## src/hdl/ftp_pkg.sv

```systemverilog
package ftp_pkg;

	localparam int CLK_PERIOD_NS = 8;
	localparam int TICK_NS       = 1000;
	localparam int TICK_CYC      = (TICK_NS + CLK_PERIOD_NS - 1) / CLK_PERIOD_NS;

	// Pulse and supply timing, in microseconds (one tick each).
	localparam int T_PULSE_US = 20;
	localparam int T_GAP_US   = 20;
	localparam int T_BLOW_US  = 100;
	localparam int T_OFF_US   = 500;
	localparam int T_ON_US    = 200;

	localparam int ADDR_W = 4;
	localparam logic [ADDR_W-1:0] ADDR_CMD    = 4'h0;
	localparam logic [ADDR_W-1:0] ADDR_STATUS = 4'h4;
	localparam logic [ADDR_W-1:0] ADDR_BLOWS  = 4'h8;

	localparam int CMD_CODE_LSB = 0;
	localparam int CMD_KEY_LSB  = 8;
	localparam int CMD_BLOW_BIT = 12;
	localparam int STAT_BUSY    = 0;
	localparam int STAT_REFUSED = 1;
	localparam int STAT_LOCKED  = 2;
	localparam int STAT_TRIAL   = 3;

	localparam logic [1:0] KEY_GAIN = 2'h1;
	localparam logic [1:0] KEY_QOUT = 2'h2;
	localparam logic [1:0] KEY_TEMP = 2'h3;

	localparam logic [5:0] CODE_MAX_GAIN = 6'h3f;
	localparam logic [5:0] CODE_MAX_QOUT = 6'h3f;
	localparam logic [5:0] CODE_MAX_TEMP = 6'h1f;
	localparam logic [5:0] TC_MAX        = 6'h07;
	localparam logic [5:0] WEIGHT_INVERT = 6'h08;
	localparam logic [5:0] WEIGHT_LOCK   = 6'h10;

	localparam logic [1:0] RESP_OKAY   = 2'h0;
	localparam logic [1:0] RESP_SLVERR = 2'h2;

	typedef enum logic [1:0] {LVL_LOW, LVL_MID, LVL_HIGH} ftp_level_t;

	typedef struct packed {
		logic       vcc_en;
		ftp_level_t level;
	} ftp_pin_t;

	typedef struct packed {
		logic       blow;
		logic [1:0] key;
		logic [5:0] code;
	} ftp_cmd_t;

endpackage

```

## src/hdl/ftp_pulse_gen.sv

```systemverilog
`timescale 1ns/1ps
module ftp_pulse_gen import ftp_pkg::*; (
	input  wire logic        aclk,
	input  wire logic        aresetn,
	input  wire logic        tick,
	input  wire logic        start,
	input  wire ftp_level_t  level,
	input  wire logic [5:0]  count,
	input  wire logic [15:0] width,
	input  wire logic [15:0] gap,
	output ftp_level_t       level_out,
	output logic             done
);

	typedef enum logic [1:0] {P_IDLE, P_ON, P_OFF} ftp_pg_state_t;

	ftp_pg_state_t state;
	ftp_pg_state_t next_state;
	ftp_level_t    lvl;
	ftp_level_t    next_lvl;
	ftp_level_t    next_level_out;
	logic [5:0]    remain;
	logic [5:0]    next_remain;
	logic [15:0]   timer;
	logic [15:0]   next_timer;
	logic [15:0]   gap_q;
	logic [15:0]   next_gap_q;
	logic [15:0]   wid_q;
	logic [15:0]   next_wid_q;

	assign done = (state == P_OFF) && (timer == 16'h0000) && (remain == 6'h00);

	// Each pulse holds its level for width ticks, then low for gap ticks.
	always_comb begin
		next_state     = state;
		next_lvl       = lvl;
		next_remain    = remain;
		next_timer     = timer;
		next_gap_q     = gap_q;
		next_wid_q     = wid_q;
		next_level_out = LVL_LOW;
		unique case (state)
			P_IDLE: begin
				if (start) begin
					next_state  = P_OFF;
					next_lvl    = level;
					next_remain = count;
					next_timer  = 16'h0000;
					next_gap_q  = gap;
					next_wid_q  = width;
				end
			end
			P_ON: begin
				next_level_out = lvl;
				if (timer == 16'h0000) begin
					next_level_out = LVL_LOW;
					next_state     = P_OFF;
					next_timer     = gap_q;
				end else if (tick) begin
					next_timer = timer - 16'h0001;
				end
			end
			P_OFF: begin
				if (timer == 16'h0000) begin
					if (remain == 6'h00) begin
						next_state = P_IDLE;
					end else begin
						next_state     = P_ON;
						next_level_out = lvl;
						next_timer     = wid_q;
						next_remain    = remain - 6'h01;
					end
				end else if (tick) begin
					next_timer = timer - 16'h0001;
				end
			end
		endcase
	end

	always_ff @(posedge aclk) begin
		if (!aresetn) begin
			state     <= P_IDLE;
			lvl       <= LVL_LOW;
			remain    <= 6'h00;
			timer     <= 16'h0000;
			gap_q     <= 16'h0000;
			wid_q     <= 16'h0000;
			level_out <= LVL_LOW;
		end else begin
			state     <= next_state;
			lvl       <= next_lvl;
			remain    <= next_remain;
			timer     <= next_timer;
			gap_q     <= next_gap_q;
			wid_q     <= next_wid_q;
			level_out <= next_level_out;
		end
	end

endmodule

```

## src/hdl/ftp_axil.sv

```systemverilog
`timescale 1ns/1ps
module ftp_axil import ftp_pkg::*; (
	input  wire logic              aclk,
	input  wire logic              aresetn,
	input  wire logic              awvalid,
	output logic                   awready,
	input  wire logic [ADDR_W-1:0] awaddr,
	input  wire logic              wvalid,
	output logic                   wready,
	input  wire logic [31:0]       wdata,
	input  wire logic [3:0]        wstrb,
	output logic                   bvalid,
	input  wire logic              bready,
	output logic [1:0]             bresp,
	input  wire logic              arvalid,
	output logic                   arready,
	input  wire logic [31:0]       rd_data,
	input  wire logic              rd_ok,
	output logic                   rvalid,
	input  wire logic              rready,
	output logic [31:0]            rdata,
	output logic [1:0]             rresp,
	output logic                   wr_en,
	output logic [ADDR_W-1:0]      wr_addr,
	output logic [31:0]            wr_data,
	output logic [3:0]             wr_strb,
	input  wire logic              wr_ok
);

	logic              aw_held;
	logic              w_held;
	logic              next_aw_held;
	logic              next_w_held;
	logic [ADDR_W-1:0] next_wr_addr;
	logic [31:0]       next_wr_data;
	logic [3:0]        next_wr_strb;
	logic              next_bvalid;
	logic [1:0]        next_bresp;
	logic              next_rvalid;
	logic [31:0]       next_rdata;
	logic [1:0]        next_rresp;

	// Write takes effect once both address and data are held.
	assign wr_en = aw_held && w_held && !bvalid;

	always_comb begin
		next_aw_held = aw_held;
		next_w_held  = w_held;
		next_wr_addr = wr_addr;
		next_wr_data = wr_data;
		next_wr_strb = wr_strb;
		next_bvalid  = bvalid;
		next_bresp   = bresp;
		next_rvalid  = rvalid;
		next_rdata   = rdata;
		next_rresp   = rresp;
		if (awvalid && awready) begin
			next_aw_held = 1'b1;
			next_wr_addr = awaddr;
		end
		if (wvalid && wready) begin
			next_w_held  = 1'b1;
			next_wr_data = wdata;
			next_wr_strb = wstrb;
		end
		if (wr_en) begin
			next_aw_held = 1'b0;
			next_w_held  = 1'b0;
			next_bvalid  = 1'b1;
			next_bresp   = wr_ok ? RESP_OKAY : RESP_SLVERR;
		end
		if (bvalid && bready) begin
			next_bvalid = 1'b0;
		end
		if (arvalid && arready) begin
			next_rvalid = 1'b1;
			next_rdata  = rd_data;
			next_rresp  = rd_ok ? RESP_OKAY : RESP_SLVERR;
		end
		if (rvalid && rready) begin
			next_rvalid = 1'b0;
		end
	end

	always_ff @(posedge aclk) begin
		if (!aresetn) begin
			aw_held <= 1'b0;
			w_held  <= 1'b0;
			wr_addr <= '0;
			wr_data <= 32'h0000_0000;
			wr_strb <= 4'h0;
			bvalid  <= 1'b0;
			bresp   <= RESP_OKAY;
			rvalid  <= 1'b0;
			rdata   <= 32'h0000_0000;
			rresp   <= RESP_OKAY;
			awready <= 1'b0;
			wready  <= 1'b0;
			arready <= 1'b0;
		end else begin
			aw_held <= next_aw_held;
			w_held  <= next_w_held;
			wr_addr <= next_wr_addr;
			wr_data <= next_wr_data;
			wr_strb <= next_wr_strb;
			bvalid  <= next_bvalid;
			bresp   <= next_bresp;
			rvalid  <= next_rvalid;
			rdata   <= next_rdata;
			rresp   <= next_rresp;
			awready <= !next_aw_held && !next_bvalid;
			wready  <= !next_w_held && !next_bvalid;
			arready <= !next_rvalid;
		end
	end

endmodule

```

## src/hdl/ftp_top.sv

```systemverilog
`timescale 1ns/1ps
module ftp_top import ftp_pkg::*; #(
	parameter int PULSE_US = T_PULSE_US,
	parameter int GAP_US   = T_GAP_US,
	parameter int BLOW_US  = T_BLOW_US,
	parameter int OFF_US   = T_OFF_US,
	parameter int ON_US    = T_ON_US
) (
	input  wire logic              aclk,
	input  wire logic              aresetn,
	input  wire logic              awvalid,
	output logic                   awready,
	input  wire logic [ADDR_W-1:0] awaddr,
	input  wire logic              wvalid,
	output logic                   wready,
	input  wire logic [31:0]       wdata,
	input  wire logic [3:0]        wstrb,
	output logic                   bvalid,
	input  wire logic              bready,
	output logic [1:0]             bresp,
	input  wire logic              arvalid,
	output logic                   arready,
	input  wire logic [ADDR_W-1:0] araddr,
	output logic                   rvalid,
	input  wire logic              rready,
	output logic [31:0]            rdata,
	output logic [1:0]             rresp,
	output ftp_pin_t               pin
);

	localparam int TICK_W = $clog2(TICK_CYC);

	typedef enum logic [3:0] {
		S_IDLE, S_PWR_OFF, S_PWR_ON, S_ENTER, S_KEY, S_ADDR, S_CODE, S_BLOW, S_NEXT
	} ftp_state_t;

	ftp_state_t        state;
	ftp_state_t        next_state;
	ftp_cmd_t          cmd;
	ftp_cmd_t          next_cmd;
	ftp_cmd_t          cmd_in;
	ftp_pin_t          next_pin;
	ftp_level_t        pg_level;
	ftp_level_t        pg_out;
	logic [TICK_W-1:0] tick_cnt;
	logic [TICK_W-1:0] next_tick_cnt;
	logic              tick;
	logic              next_tick;
	logic [5:0]        mask;
	logic [5:0]        next_mask;
	logic [5:0]        weight;
	logic [5:0]        code_max;
	logic [5:0]        pg_count;
	logic [15:0]       pg_width;
	logic [15:0]       wait_cnt;
	logic [15:0]       next_wait_cnt;
	logic [7:0]        blows;
	logic [7:0]        next_blows;
	logic              finish;
	logic              next_finish;
	logic              locked;
	logic              next_locked;
	logic              refused;
	logic              next_refused;
	logic              launched;
	logic              next_launched;
	logic              pulse_state;
	logic              pg_start;
	logic              pg_done;
	logic              cmd_wr;
	logic              cmd_good;
	logic              wr_en;
	logic [ADDR_W-1:0] wr_addr;
	logic [31:0]       wr_data;
	logic [3:0]        wr_strb;
	logic              wr_ok;
	logic [31:0]       rd_data;
	logic              rd_ok;

	ftp_axil u_axil (
		.aclk    (aclk),
		.aresetn (aresetn),
		.awvalid (awvalid),
		.awready (awready),
		.awaddr  (awaddr),
		.wvalid  (wvalid),
		.wready  (wready),
		.wdata   (wdata),
		.wstrb   (wstrb),
		.bvalid  (bvalid),
		.bready  (bready),
		.bresp   (bresp),
		.arvalid (arvalid),
		.arready (arready),
		.rd_data (rd_data),
		.rd_ok   (rd_ok),
		.rvalid  (rvalid),
		.rready  (rready),
		.rdata   (rdata),
		.rresp   (rresp),
		.wr_en   (wr_en),
		.wr_addr (wr_addr),
		.wr_data (wr_data),
		.wr_strb (wr_strb),
		.wr_ok   (wr_ok)
	);

	ftp_pulse_gen u_pg (
		.aclk      (aclk),
		.aresetn   (aresetn),
		.tick      (tick),
		.start     (pg_start),
		.level     (pg_level),
		.count     (pg_count),
		.width     (pg_width),
		.gap       (16'(GAP_US)),
		.level_out (pg_out),
		.done      (pg_done)
	);

	// One microsecond tick from the bus clock.
	always_comb begin
		next_tick     = tick_cnt == TICK_W'(TICK_CYC - 1);
		next_tick_cnt = next_tick ? '0 : tick_cnt + 1'b1;
	end

	always_ff @(posedge aclk) begin
		if (!aresetn) begin
			tick_cnt <= '0;
			tick     <= 1'b0;
		end else begin
			tick_cnt <= next_tick_cnt;
			tick     <= next_tick;
		end
	end

	// Register access.
	assign wr_ok  = (wr_addr == ADDR_CMD) || (wr_addr == ADDR_STATUS);
	assign rd_ok  = (araddr == ADDR_CMD) || (araddr == ADDR_STATUS) || (araddr == ADDR_BLOWS);
	assign cmd_in = '{blow: wr_data[CMD_BLOW_BIT], key: wr_data[CMD_KEY_LSB +: 2],
		code: wr_data[CMD_CODE_LSB +: 6]};
	assign cmd_wr = wr_en && (wr_addr == ADDR_CMD);

	always_comb begin
		unique case (araddr)
			ADDR_CMD:    rd_data = {19'h0_0000, cmd.blow, 2'h0, cmd.key, 2'h0, cmd.code};
			ADDR_STATUS: rd_data = {28'h000_0000, (state == S_IDLE) && pin.vcc_en, locked, refused,
				state != S_IDLE};
			ADDR_BLOWS:  rd_data = {24'h00_0000, blows};
			default:     rd_data = 32'h0000_0000;
		endcase
	end

	// Codes above the field's top would saturate in the part, so they are refused.
	always_comb begin
		unique case (cmd_in.key)
			KEY_GAIN: code_max = CODE_MAX_GAIN;
			KEY_QOUT: code_max = CODE_MAX_QOUT;
			KEY_TEMP: code_max = CODE_MAX_TEMP;
			default:  code_max = 6'h00;
		endcase
	end

	assign cmd_good = (state == S_IDLE) && !locked && (cmd_in.key != 2'h0)
		&& (cmd_in.code <= code_max) && !(cmd_in.blow && cmd_in.code == 6'h00)
		&& (wr_strb[1:0] == 2'b11);

	// Lowest set bit still to blow; each blow addresses one weight only.
	assign weight      = mask & (~mask + 6'h01);
	assign pulse_state = (state == S_ENTER) || (state == S_KEY) || (state == S_ADDR)
		|| (state == S_CODE) || (state == S_BLOW);
	assign pg_start    = pulse_state && !launched;

	always_comb begin
		pg_level = LVL_HIGH;
		pg_count = 6'h01;
		pg_width = 16'(PULSE_US);
		unique case (state)
			S_KEY: begin
				pg_level = LVL_MID;
				pg_count = {4'h0, cmd.key};
			end
			S_CODE: begin
				pg_level = LVL_MID;
				pg_count = cmd.blow ? weight : cmd.code;
			end
			S_BLOW: pg_width = 16'(BLOW_US);
			default: pg_level = LVL_HIGH;
		endcase
	end

	always_comb begin
		next_state    = state;
		next_cmd      = cmd;
		next_mask     = mask;
		next_wait_cnt = (tick && wait_cnt != 16'h0000) ? wait_cnt - 16'h0001 : wait_cnt;
		next_blows    = blows;
		next_finish   = finish;
		next_locked   = locked;
		next_refused  = refused;
		next_launched = launched;
		next_pin      = '{vcc_en: pin.vcc_en, level: pg_out};
		if (wr_en && wr_addr == ADDR_STATUS && wr_strb[0] && wr_data[STAT_REFUSED]) begin
			next_refused = 1'b0;
		end
		if (cmd_wr && !cmd_good) begin
			next_refused = 1'b1;
		end
		if (pg_start) begin
			next_launched = 1'b1;
		end
		unique case (state)
			S_IDLE: begin
				if (cmd_wr && cmd_good) begin
					next_cmd      = cmd_in;
					next_mask     = cmd_in.blow ? cmd_in.code : 6'h00;
					next_finish   = 1'b0;
					next_wait_cnt = 16'(OFF_US);
					next_state    = S_PWR_OFF;
				end
			end
			S_PWR_OFF: begin
				// A fresh supply cycle clears all trial values in the part.
				next_pin.vcc_en = 1'b0;
				if (wait_cnt == 16'h0000) begin
					next_wait_cnt = 16'(ON_US);
					next_state    = finish ? S_IDLE : S_PWR_ON;
				end
			end
			S_PWR_ON: begin
				next_pin.vcc_en = 1'b1;
				if (wait_cnt == 16'h0000) begin
					next_state = S_ENTER;
				end
			end
			S_ENTER: if (pg_done) next_state = S_KEY;
			S_KEY:   if (pg_done) next_state = S_ADDR;
			S_ADDR:  if (pg_done) next_state = S_CODE;
			S_CODE: begin
				// Try mode stops here with power held so the trial value stays applied.
				if (pg_done) begin
					next_state = cmd.blow ? S_BLOW : S_IDLE;
				end
			end
			S_BLOW: if (pg_done) next_state = S_NEXT;
			S_NEXT: begin
				next_mask  = mask & ~weight;
				next_blows = blows + 8'h01;
				if (cmd.key == KEY_TEMP && weight == WEIGHT_LOCK) begin
					next_locked = 1'b1;
				end
				next_finish   = (mask & ~weight) == 6'h00;
				next_wait_cnt = 16'(OFF_US);
				next_state    = S_PWR_OFF;
			end
		endcase
		if (pg_done) begin
			next_launched = 1'b0;
		end
	end

	always_ff @(posedge aclk) begin
		if (!aresetn) begin
			state    <= S_IDLE;
			cmd      <= '0;
			mask     <= 6'h00;
			wait_cnt <= 16'h0000;
			blows    <= 8'h00;
			finish   <= 1'b0;
			locked   <= 1'b0;
			refused  <= 1'b0;
			launched <= 1'b0;
			pin      <= '{vcc_en: 1'b0, level: LVL_LOW};
		end else begin
			state    <= next_state;
			cmd      <= next_cmd;
			mask     <= next_mask;
			wait_cnt <= next_wait_cnt;
			blows    <= next_blows;
			finish   <= next_finish;
			locked   <= next_locked;
			refused  <= next_refused;
			launched <= next_launched;
			pin      <= next_pin;
		end
	end

	// Pulse counters, read only by the checks below: high pulses since the last power-up, mid pulses since the last S_ENTER or S_ADDR.
	ftp_level_t lvl_q;
	logic [3:0] hp_cnt;
	logic [5:0] mp_cnt;

	always_ff @(posedge aclk) begin
		lvl_q <= pin.level;
		if (!aresetn || !pin.vcc_en) begin
			hp_cnt <= 4'h0;
		end else if (pin.level == LVL_HIGH && lvl_q != LVL_HIGH) begin
			hp_cnt <= hp_cnt + 4'h1;
		end
		if (!aresetn || state == S_ENTER || state == S_ADDR) begin
			mp_cnt <= 6'h00;
		end else if (pin.level == LVL_MID && lvl_q != LVL_MID) begin
			mp_cnt <= mp_cnt + 6'h01;
		end
	end
endmodule

```

## config.mk

```make
export PLATFORM = sky130hd
export DESIGN_NAME = ftp_top
export DESIGN_NICKNAME = d
export VERILOG_FILES = /design/src/hdl/ftp_pkg.sv /design/src/hdl/ftp_pulse_gen.sv /design/src/hdl/ftp_axil.sv /design/src/hdl/ftp_top.sv
export SDC_FILE = /design/constraint.sdc
export NUM_CORES = 1
export LEC_CHECK = 0
export BUFFER_PORTS_ARGS = -buffer_cell sky130_fd_sc_hd__clkbuf_2
export CORE_UTILIZATION = 35
export CTS_CLUSTER_DIAMETER = 120
export DETAILED_ROUTE_END_ITERATION = 8
export SLEW_MARGIN = 10
export SYNTH_ARGS = -nofsm -noshare
export SYNTH_HDL_FRONTEND = slang
export SYNTH_SLANG_ARGS = --single-unit
```

## constraint.sdc

```tcl
create_clock -name aclk -period 2.8 [get_ports aclk]
set_input_delay 0.56 -clock aclk [delete_from_list [all_inputs] [get_ports aclk]]
set_output_delay 0.56 -clock aclk [all_outputs]
set_load 0.01 [all_outputs]
```

==> flow_summary_export.csv, run 1 <==
group,metric,value,unit
outcome,status,"finished clean",
grt,grt_max_degree,45,
detailed_routing,vias_per_cell,5.01,
setup_path,critPathArrivalTime,3.01,ns
cts,postCtsHoldBufs,0,
detailed_routing,avgRoutedWirePerCell,13.1,um
cts,cts.sinks,124,
cts,cts_tree,"built",
logic_synthesis,synthFlopType,"dfxtp_1",
grt,grt_usage,15.9,%
cts,clk_latency,0.42,ns
min_path,hold_start,"wdata[8]",
detailed_routing,drt-pass1-iter-count,4,
logic_synthesis,syn_area,6170,um^2
final_layout,seqCellArea,2480,um^2
pwr,ir_worst_vdd,0.460,mV
setup_path,reg2reg_from,"u_axil.wr_data[9]",
pwr,power_density,727,nW/um^2
logic_synthesis,yosysWarnings,0,
logic_synthesis,synth_top_area_share,40.2,%
detailed_routing,final_antenna_net_count,0,
timing,relSlewSlack,44.4,%
logic_synthesis,synth_edf_count,0,
setup_path,reg2reg_to,"cmd[8]",
setup_path,slowest_stage,"or3b_4",
cts,cts_root_buf,"clkbuf_16",
setup_path,path_class,"reg2reg",
cts,cts_buffers,17,
final_layout,postLayoutCoreUtil,41.9,%
grt,grt_first_pass_wirelength,23000,um
timing,tightest_slew,0.833,ns
timing,fin_tns_setup,0,ns
setup_path,cp_max_fo,5,
timing,rsz0062_at_grt,"false",
timing,slew_violations,0,
logic_synthesis,syn_inst,764,
placement,dp_hpwl,9690,um
detailed_routing,wirelength,13800,um
placement,placed_cells,1018,
floorplanning,chipWidth,135,um
logic_synthesis,synth_cell_types,60,
grt,grt_pass1_vias,4730,
setup_path,rr_worst_depth,12,
logic_synthesis,synthTopCellsByArea,"dfxtp_1, nand2_1, a21oi_1",
final_layout,area_growth,17.1,%
grt,antenna_found_initial,0,
cts,htree_levels,4,
timing,setup_violations,0,
timing,post-route-min-period,2.70,ns
min_path,whs_endpoint,"u_axil.wr_data[8]",
timing,finalHoldViolations,0,
floorplanning,row_count,48,
floorplanning,die_area,18200,um^2
setup_path,path_cells,"inv_1 > ha_1 > inv_1 > ha_4 > o211ai_1 > or3b_4 > a2111oi_4 > buf_4 > buf_4 > buf_4 > mux2i_1 > nor2_1",
setup_path,critPathMaxStageDelay,0.43,ns
logic_synthesis,yosysSeqAreaShare,40.2,%
cts,clkTransAtPathRegs,0.05,ns
timing,fmax,370,MHz
logic_synthesis,ys_seq_elements,124,
run,cap_violations,0,
min_path,holdPathStages,3,
detailed_routing,dr_total_vias,5275,
placement,io_buffers,46,
final_layout,fin_nets,880,
grt,grt_overflow_total,0,
final_layout,layout_commonest_cell,"dfxtp_1",
setup_path,cpMostUsedCell,"buf_4",
min_path,hold_path_class,"in2reg",
setup_path,r2r_setup_slack,0.1,ns
final_layout,fin_cells,1052,
detailed_routing,drc,0,
floorplanning,boundaryPins,95,
setup_path,required,3.11,ns
setup_path,startpoint_type,"register",
setup_path,worstSetupEndpointType,"register",
logic_synthesis,avgSynthCellArea,8.07,um^2
pwr,leakage,2.76,nW
logic_synthesis,synthArstFlopShare,0,%
detailed_routing,first_iter_violations,311,
final_layout,num_antenna_cells,0,
floorplanning,core,17200,um^2
placement,place_congestion,0.788,
floorplanning,die_y,135,um
timing,fin_worst_skew,0.00770,ns
final_layout,multi_input_area,3390,um^2
floorplanning,start_util,35.8,%
final_layout,fillers,1745,
final_layout,drive_gt1_share,13.8,%
logic_synthesis,yosysTopAreaCell,"dfxtp_1",
timing,period_share,96.5,%
cts,clk_path_buf_depth,2,
timing,timing.hold.ws,0.358,ns
final_layout,most-common-layout-cells,"dfxtp_1, nand2_1, nor2_1",
-- metrics by stage --
step	total power, mW	cell area, um^2	setup slack (ns)
global placement	3.15	6590	0.0976
detailed placement	3.15	6590	0.0725
CTS	5.27	7170	0.0540
floorplan	2.84	6250	0.324
global route	5.54	7220	0.00221
finish	5.25	7220	0.0990
-- cells by family after synthesis --
logic type	count (synthesis)	share of synthesized area, %
AOI/OAI and AO/OA	152	14.8
xor gates and xnor gates	39	5.54
adders and majority gates	16	3.20
buffers and inverters	80	6.71
DFF	124	40.2
muxes	19	3.10
other	1	0.0608
and+or+nand+nor	333	26.3
-- registers in the layout (all words and copies together), names as in the netlist, 6 cells and up --
name / cells
u_pg.timer: 16
wait_cnt: 16
u_axil.rdata: 11
cmd: 9
u_axil.wr_data: 9
blows: 8
tick_cnt: 7
mask: 6
u_pg.remain: 6
-- how the worst max path moves through the flow --
stage / depth (start not counted) / endpoint / startpoint
2_1_floorplan: 10 / cmd[5] / u_axil.wr_data[8]
3_3_place_gp: 10 / cmd[6] / u_axil.wr_data[8]
3_5_place_dp: 10 / cmd[7] / u_axil.wr_data[8]
4_1_cts: 10 / cmd[7] / u_axil.wr_data[8]
5_1_grt: 12 / cmd[8] / u_axil.wr_data[9]
6_report: 12 / cmd[8] / u_axil.wr_data[9]
-- where the power goes --
| group | leakage [nW] | switching (mW) | total [mW] | internal [mW] |
|---|---|---|---|---|
| Clock | 0.286 | 0.749 | 2.10 | 1.36 |
| Sequential | 1.00 | 0.0963 | 1.95 | 1.85 |
| Combinational | 1.47 | 0.742 | 1.20 | 0.457 |
| Total | 2.76 | 1.59 | 5.25 | 3.66 |
-- cells in the mapped netlist, types with 5 or more instances --
cell type / n
clkbuf_1: 28
nand3_1: 40
nor4_1: 20
and2_1: 9
nor2_1: 87
buf_4: 23
nand2b_1: 12
o21a_1: 9
xnor2_1: 20
and3_1: 7
dfxtp_1: 124
o21ai_0: 33
a21oi_1: 68
inv_1: 19
or3_1: 11
nand2_1: 93
a22oi_1: 6
nand4_1: 9
xor2_1: 19
nor3_1: 13
nand3b_1: 6
ha_1: 15
o211ai_1: 5
mux2i_1: 18
-- routing by layer --
layer | part of all wire, % | global-route usage (%) | wire, um
met5 | 0 | 0 | 0
met4 | 1.1 | 4.81 | 146
met3 | 3.8 | 4.17 | 522
met2 | 44 | 24.4 | 6120
met1 | 51 | 21.8 | 7020
-- critical path: cells and delay by family, from the launching register on --
kind / cells / cell delay [ns]
flip-flops: 1 / 0.34
adder cells (fa/ha/maj): 2 / 0.53
AND/OR/NAND/NOR: 2 / 0.48
buffers and inverters: 5 / 0.55
multiplexers: 1 / 0.19
AO/OA/AOI/OAI: 2 / 0.50
-- area by class of cell --
cell class	count	share of cell area, %
repair buffers	69	5.80
multi-input cells	582	46.9
clock buffers	26	7.19
well taps	225	3.90
flip-flops and latches	124	34.4
clock inverters	6	0.797
inverters	20	1.04
-- repair_timing --
item | 4_1_cts | 5_1_grt
buffers inserted | 0 | 2
setup endpoints to repair | 0 | 26
hold endpoints to repair | 0 | 0
resized for setup | 0 | 8
(Power assumes the default switching activity.)
==> inputs of run 2 (changes only) <==
--- a/config.mk
+++ b/config.mk
@@ -5,11 +5,13 @@
 export SDC_FILE = /design/constraint.sdc
 export NUM_CORES = 1
 export LEC_CHECK = 0
+export ABC_AREA = 1
 export BUFFER_PORTS_ARGS = -buffer_cell sky130_fd_sc_hd__clkbuf_2
 export CORE_UTILIZATION = 35
 export CTS_CLUSTER_DIAMETER = 120
 export DETAILED_ROUTE_END_ITERATION = 8
-export SLEW_MARGIN = 10
+export SLEW_MARGIN = 40
 export SYNTH_ARGS = -nofsm -noshare
 export SYNTH_HDL_FRONTEND = slang
+export SYNTH_HIERARCHICAL = 1
 export SYNTH_SLANG_ARGS = --single-unit
==> run 2 against run 1 <==
Effect of this change: clock power is 19% higher; first-iteration DRC count is 34% higher; maximum frequency grew 15%; clock skew up 0.0048 ns; die area up 40%; synthesized area increased by 41%; wire length is 40% higher; combinational power rose to 2.7 times the previous value; global-route usage is 0.067 points lower; final cell count grew 59%; setup slack improved by 0.36 ns; non-clock buffer count rose by 6; highest routed layer unchanged.
==> flow_summary_export.csv, run 2 <==
group,metric,value,unit
timing,timing.hold.ws,0.373,ns
cts,clk_path_buf_depth,2,
placement,pre_cts_ws,0.495,ns
cts,ctsResizeCount,0,
detailed_routing,vias_per_cell,4.60,
grt,grt_overflow_total,0,
detailed_routing,wirelength,19400,um
timing,slew_violations,0,
detailed_routing,drc,0,
detailed_routing,avgRoutedWirePerCell,11.6,um
cts,clkTransAtPathRegs,0.08,ns
timing,setup_violations,0,
pwr,power_density,884,nW/um^2
placement,dp_hpwl,13800,um
cts,cts_buffers,17,
floorplanning,row_count,57,
pwr,leakage,4.31,nW
run,cap_violations,0,
cts,cts_tree,"built",
floorplanning,core,24300,um^2
final_layout,drive_gt1_share,12.9,%
timing,rsz0062_at_grt,"false",
detailed_routing,dr_total_vias,7671,
detailed_routing,final_antenna_net_count,0,
final_layout,fin_cells,1668,
floorplanning,boundaryPins,95,
grt,grt_usage,15.9,%
placement,place_congestion,0.821,
cts,postCtsHoldBufs,0,
floorplanning,die_y,160,um
setup_path,required,3.16,ns
final_layout,fillers,2539,
floorplanning,die_area,25400,um^2
final_layout,most-common-layout-cells,"nor2_1, nand2_1, dfxtp_1",
cts,cts_root_buf,"clkbuf_16",
setup_path,cp_max_fo,15,
timing,fmax,427,MHz
grt,grt_max_degree,62,
placement,placed_cells,1636,
final_layout,postLayoutCoreUtil,41.1,%
timing,fin_worst_skew,0.0125,ns
floorplanning,start_util,35.7,%
grt,grt_first_pass_wirelength,33300,um
grt,antenna_found_initial,0,
logic_synthesis,syn_area,8680,um^2
detailed_routing,first_iter_violations,416,
logic_synthesis,syn_inst,1239,
final_layout,layout_commonest_cell,"nor2_1",
timing,setup_ws,0.460,ns
timing,finalHoldViolations,0,
detailed_routing,drt-pass1-iter-count,5,
setup_path,path_class,"reg2reg",
floorplanning,chipWidth,160,um
final_layout,multi_input_area,4580,um^2
setup_path,startpoint_type,"register",
final_layout,largest_reg_flops,32,
cts,htree_levels,4,
timing,tightest_slew,0.721,ns
final_layout,num_antenna_cells,0,
grt,grt_pass1_vias,7103,
outcome,status,"finished clean",
logic_synthesis,avgSynthCellArea,7.01,um^2
timing,fin_tns_setup,0,ns
timing,post-route-min-period,2.34,ns
cts,clk_latency,0.43,ns
timing,relSlewSlack,51.9,%
cts,cts.sinks,174,
pwr,ir_worst_vdd,0.518,mV
final_layout,area_growth,15.1,%
min_path,hold_path_class,"in2reg",
logic_synthesis,yosysWarnings,6,
setup_path,critPathArrivalTime,2.70,ns
setup_path,worstSetupEndpointType,"register",
final_layout,top_register,"u_axil/rdata",
timing,period_share,83.6,%
final_layout,seqCellArea,3480,um^2
cts,post_cts_buffers,0,
final_layout,fin_nets,1397,
placement,io_buffers,67,
[run 2: layer usage]
layer / global-route usage [%] / up-vias / routed length, um
li1: - / 4128 / -
met1: 20.8 / 3392 / 9820
met2: 25.5 / 131 / 8420
met3: 4.04 / 20 / 844
met4: 4.72 / 0 / 287
met5: 0 / - / 0
[run 2: layout make-up]
cell class                 instances  area share, %
multi-input combinational        930           45.9
sequential                       174           34.8
inverter                         133           5.07
clock buffer                      17           4.26
tap                              324           4.06
timing repair buffer              75           3.98
clock inverter                    15           1.94
[run 2: power by group]
part / leakage [nW] / switching (mW) / internal, mW / total [mW]
Sequential: 1.42 / 0.243 / 2.84 / 3.08
Combinational: 2.59 / 2.20 / 1.07 / 3.27
Clock: 0.305 / 1.12 / 1.37 / 2.49
Total: 4.31 / 3.56 / 5.27 / 8.84
[run 2: worst paths after layout]
| kind | start | end | slack (ns) | cells after the start |
|---|---|---|---|---|
| worst max-delay path | state[2] | u_pg/timer[5] | 0.46 | 10 |
| worst min-delay path | awaddr[1] | u_axil/wr_addr[1] | 0.37 | 3 |
| worst max register to register | state[2] | u_pg/timer[5] | 0.46 | 10 |
| worst min register to register | u_pg/level_out[1] | pin[1] | 0.41 | 2 |
[run 2: through the flow]
step | power, mW | area, um^2
after floorplan | 5.76 | 8870
after global placement | 6.36 | 9380
after detailed placement | 6.40 | 9380
after CTS | 8.92 | 10000
after global routing | 9.51 | 10000
final | 8.84 | 10000
[run 2: worst max-delay path, cell delays in order, from the launching register on]
cell	delay, ns
dfxtp_1	0.40
inv_1	0.11
nor2_1	0.27
a31oi_1	0.10
nor2_1	0.19
nor2_1	0.08
inv_1	0.18
nand2_4	0.18
nor2_2	0.46
nand3_1	0.15
a21oi_1	0.16
==> inputs of run 3 (changes only) <==
==> constraint.sdc (replaced) <==
create_clock -name aclk -period 2.1 [get_ports aclk]
set_input_delay 0.42 -clock aclk [delete_from_list [all_inputs] [get_ports aclk]]
set_output_delay 0.42 -clock aclk [all_outputs]
set_load 0.01 [all_outputs]
==> run 3 against run 2 <==
Effect of this change: critical path depth increased by 4; register-to-register slack got worse by 0.42 ns; flip-flop and latch count unchanged; clock skew increased by 0.0020 ns; setup slack got worse by 0.42 ns; non-clock buffer count increased by 24; design area increased by 3.7%; first-iteration DRC count decreased by 19%; via count increased by 0.35%; wire length increased by 2.8%; final cell count increased by 1.4%; critical path type unchanged; critical endpoint is now wait_cnt[12]; largest cell class unchanged.
==> flow_summary_export.csv, run 3 (same netlist as run 2, synthesis figures left out) <==
group,metric,value,unit
grt,grt_max_degree,69,
detailed_routing,avgRoutedWirePerCell,11.8,um
min_path,hold_path_class,"in2reg",
final_layout,postLayoutCoreUtil,42.6,%
grt,grt_pass1_vias,7153,
detailed_routing,met1Wirelength,10000,um
placement,place_congestion,0.833,
floorplanning,row_count,57,
setup_path,crit_buf_inv,2,
setup_path,required,2.46,ns
floorplanning,chipWidth,160,um
timing,period_share,98.1,%
detailed_routing,wl_met2,8860,um
detailed_routing,drt-pass1-iter-count,5,
min_path,holdPathStages,3,
detailed_routing,wirelength,19900,um
setup_path,critPathMaxStageDelay,0.37,ns
placement,io_buffers,67,
timing,setup_violations,0,
pwr,leakage,4.45,nW
final_layout,fin_nets,1421,
run,cap_violations,0,
final_layout,drive_gt1_share,16.4,%
floorplanning,core,24300,um^2
final_layout,top_register,"u_axil/rdata",
detailed_routing,met3_length,750,um
grt,grt_usage,16.0,%
cts,clkTransAtPathRegs,0.07,ns
detailed_routing,vias_per_cell,4.55,
setup_path,reg2reg_from,"u_axil/wr_data[9]",
setup_path,startpoint_type,"register",
final_layout,layout_commonest_cell,"nor2_1",
setup_path,slowest_stage,"dfxtp_4",
setup_path,path_class,"reg2reg",
cts,clk_latency,0.43,ns
placement,dp_hpwl,14100,um
setup_path,critPathArrivalTime,2.42,ns
detailed_routing,first_iter_violations,338,
final_layout,fin_cells,1692,
cts,postCtsHoldBufs,0,
outcome,status,"finished clean",
final_layout,most-common-layout-cells,"nor2_1, nand2_1, dfxtp_1",
cts,cts.sinks,174,
detailed_routing,top_layer,"met4",
setup_path,r2r_setup_slack,0.04,ns
final_layout,num_antenna_cells,0,
timing,relSlewSlack,64.3,%
final_layout,largest_reg_flops,32,
timing,slew_violations,0,
floorplanning,die_area,25400,um^2
grt,antenna_found_initial,0,
grt,grt_overflow_total,0,
placement,placed_cells,1658,
setup_path,cp_max_fo,6,
detailed_routing,drc,0,
timing,post-route-min-period,2.06,ns
timing,fin_tns_setup,0,ns
timing,tightest_slew,0.531,ns
cts,cts_buffers,17,
detailed_routing,final_antenna_net_count,0,
timing,rsz0062_at_grt,"true",
cts,htree_levels,4,
min_path,whs_endpoint,"u_axil/wr_data[5]",
floorplanning,boundaryPins,95,
timing,fin_worst_skew,0.0146,ns
floorplanning,start_util,35.7,%
timing,timing.hold.ws,0.244,ns
setup_path,reg2reg_to,"wait_cnt[12]",
setup_path,rr_worst_depth,14,
timing,finalHoldViolations,0,
grt,grt_first_pass_wirelength,34000,um
setup_path,crit_family,"simple AND/OR/NAND/NOR gates",
setup_path,path_cells,"inv_4 > ha_4 > inv_4 > ha_4 > nand2_2 > o21bai_1 > a21oi_2 > nand2_2 > nand2_4 > nand3_4 > nand2_8 > nor2_4 > nand2_4 > nor2_2",
min_path,hold_start,"wdata[5]",
pwr,ir_worst_vdd,0.777,mV
pwr,power_density,1160,nW/um^2
cts,cts_root_buf,"clkbuf_16",
setup_path,worstSetupEndpointType,"register",
detailed_routing,dr_total_vias,7698,
final_layout,area_growth,19.4,%
cts,clk_path_buf_depth,2,
timing,fmax,485,MHz
floorplanning,die_y,160,um
cts,cts_tree,"built",
final_layout,fillers,2480,
run 3: how the worst max path moves through the flow:
stage / to / from / slack [ns] / cells past startpoint
3_5_place_dp: wait_cnt[7] / u_axil/wr_data[9] / 0.005 / 15
2_1_floorplan: wait_cnt[7] / u_axil/wr_data[8] / 0.14 / 15
3_3_place_gp: wait_cnt[7] / u_axil/wr_data[9] / 0.05 / 15
5_1_grt: mask[5] / u_axil/wr_data[9] / -0.04 / 14
4_1_cts: wait_cnt[9] / u_axil/wr_data[9] / 0.002 / 14
6_report: wait_cnt[12] / u_axil/wr_data[9] / 0.04 / 14
run 3: what timing repair did:
| item | 4_1_cts | 5_1_grt |
|---|---|---|
| pin swaps | 1 | 13 |
| endpoints found under the setup margin | 2 | 36 |
| buffers inserted | 0 | 2 |
| gates resized for setup | 2 | 34 |
run 3: cell type report:
cell class	count	area [um^2]	share of cell area (%)
multi-input combinational	930	4720	45.5
sequential	174	3490	33.7
timing repair buffer	99	607	5.86
inverter	133	514	4.96
clock buffer	17	425	4.11
tap	324	405	3.91
clock inverter	15	203	1.96
run 3: layer usage:
metal	track usage [%]	up-vias
met5	0	-
met4	4.37	0
met3	3.67	16
met2	25.7	115
met1	21.5	3400
li1	-	4167
run 3: worst register-to-register path, cell delays in order (launching register included):
cell and delay (ns):
dfxtp_4 0.37, inv_4 0.05, ha_4 0.27, inv_4 0.04
ha_4 0.26, nand2_2 0.04, o21bai_1 0.18, a21oi_2 0.06
nand2_2 0.09, nand2_4 0.08, nand3_4 0.12, nand2_8 0.09
nor2_4 0.15, nand2_4 0.10, nor2_2 0.12
run 3: stage by stage:
| step | area (um^2) | worst slack, ns | power (mW) |
|---|---|---|---|
| floorplan | 8870 | 0.140 | 7.68 |
| global placement | 9550 | 0.0490 | 8.63 |
| detailed placement | 9550 | 0.00475 | 8.66 |
| CTS | 10200 | 0.00160 | 12.0 |
| global route | 10400 | -0.0430 | 13.0 |
| finish | 10400 | 0.0392 | 12.0 |
run 3: report_power, final:
part           internal, mW  total, mW  switching [mW]
registers              3.78       4.11           0.327
clock network          1.82       3.32            1.49
logic                  1.63       4.63            3.00
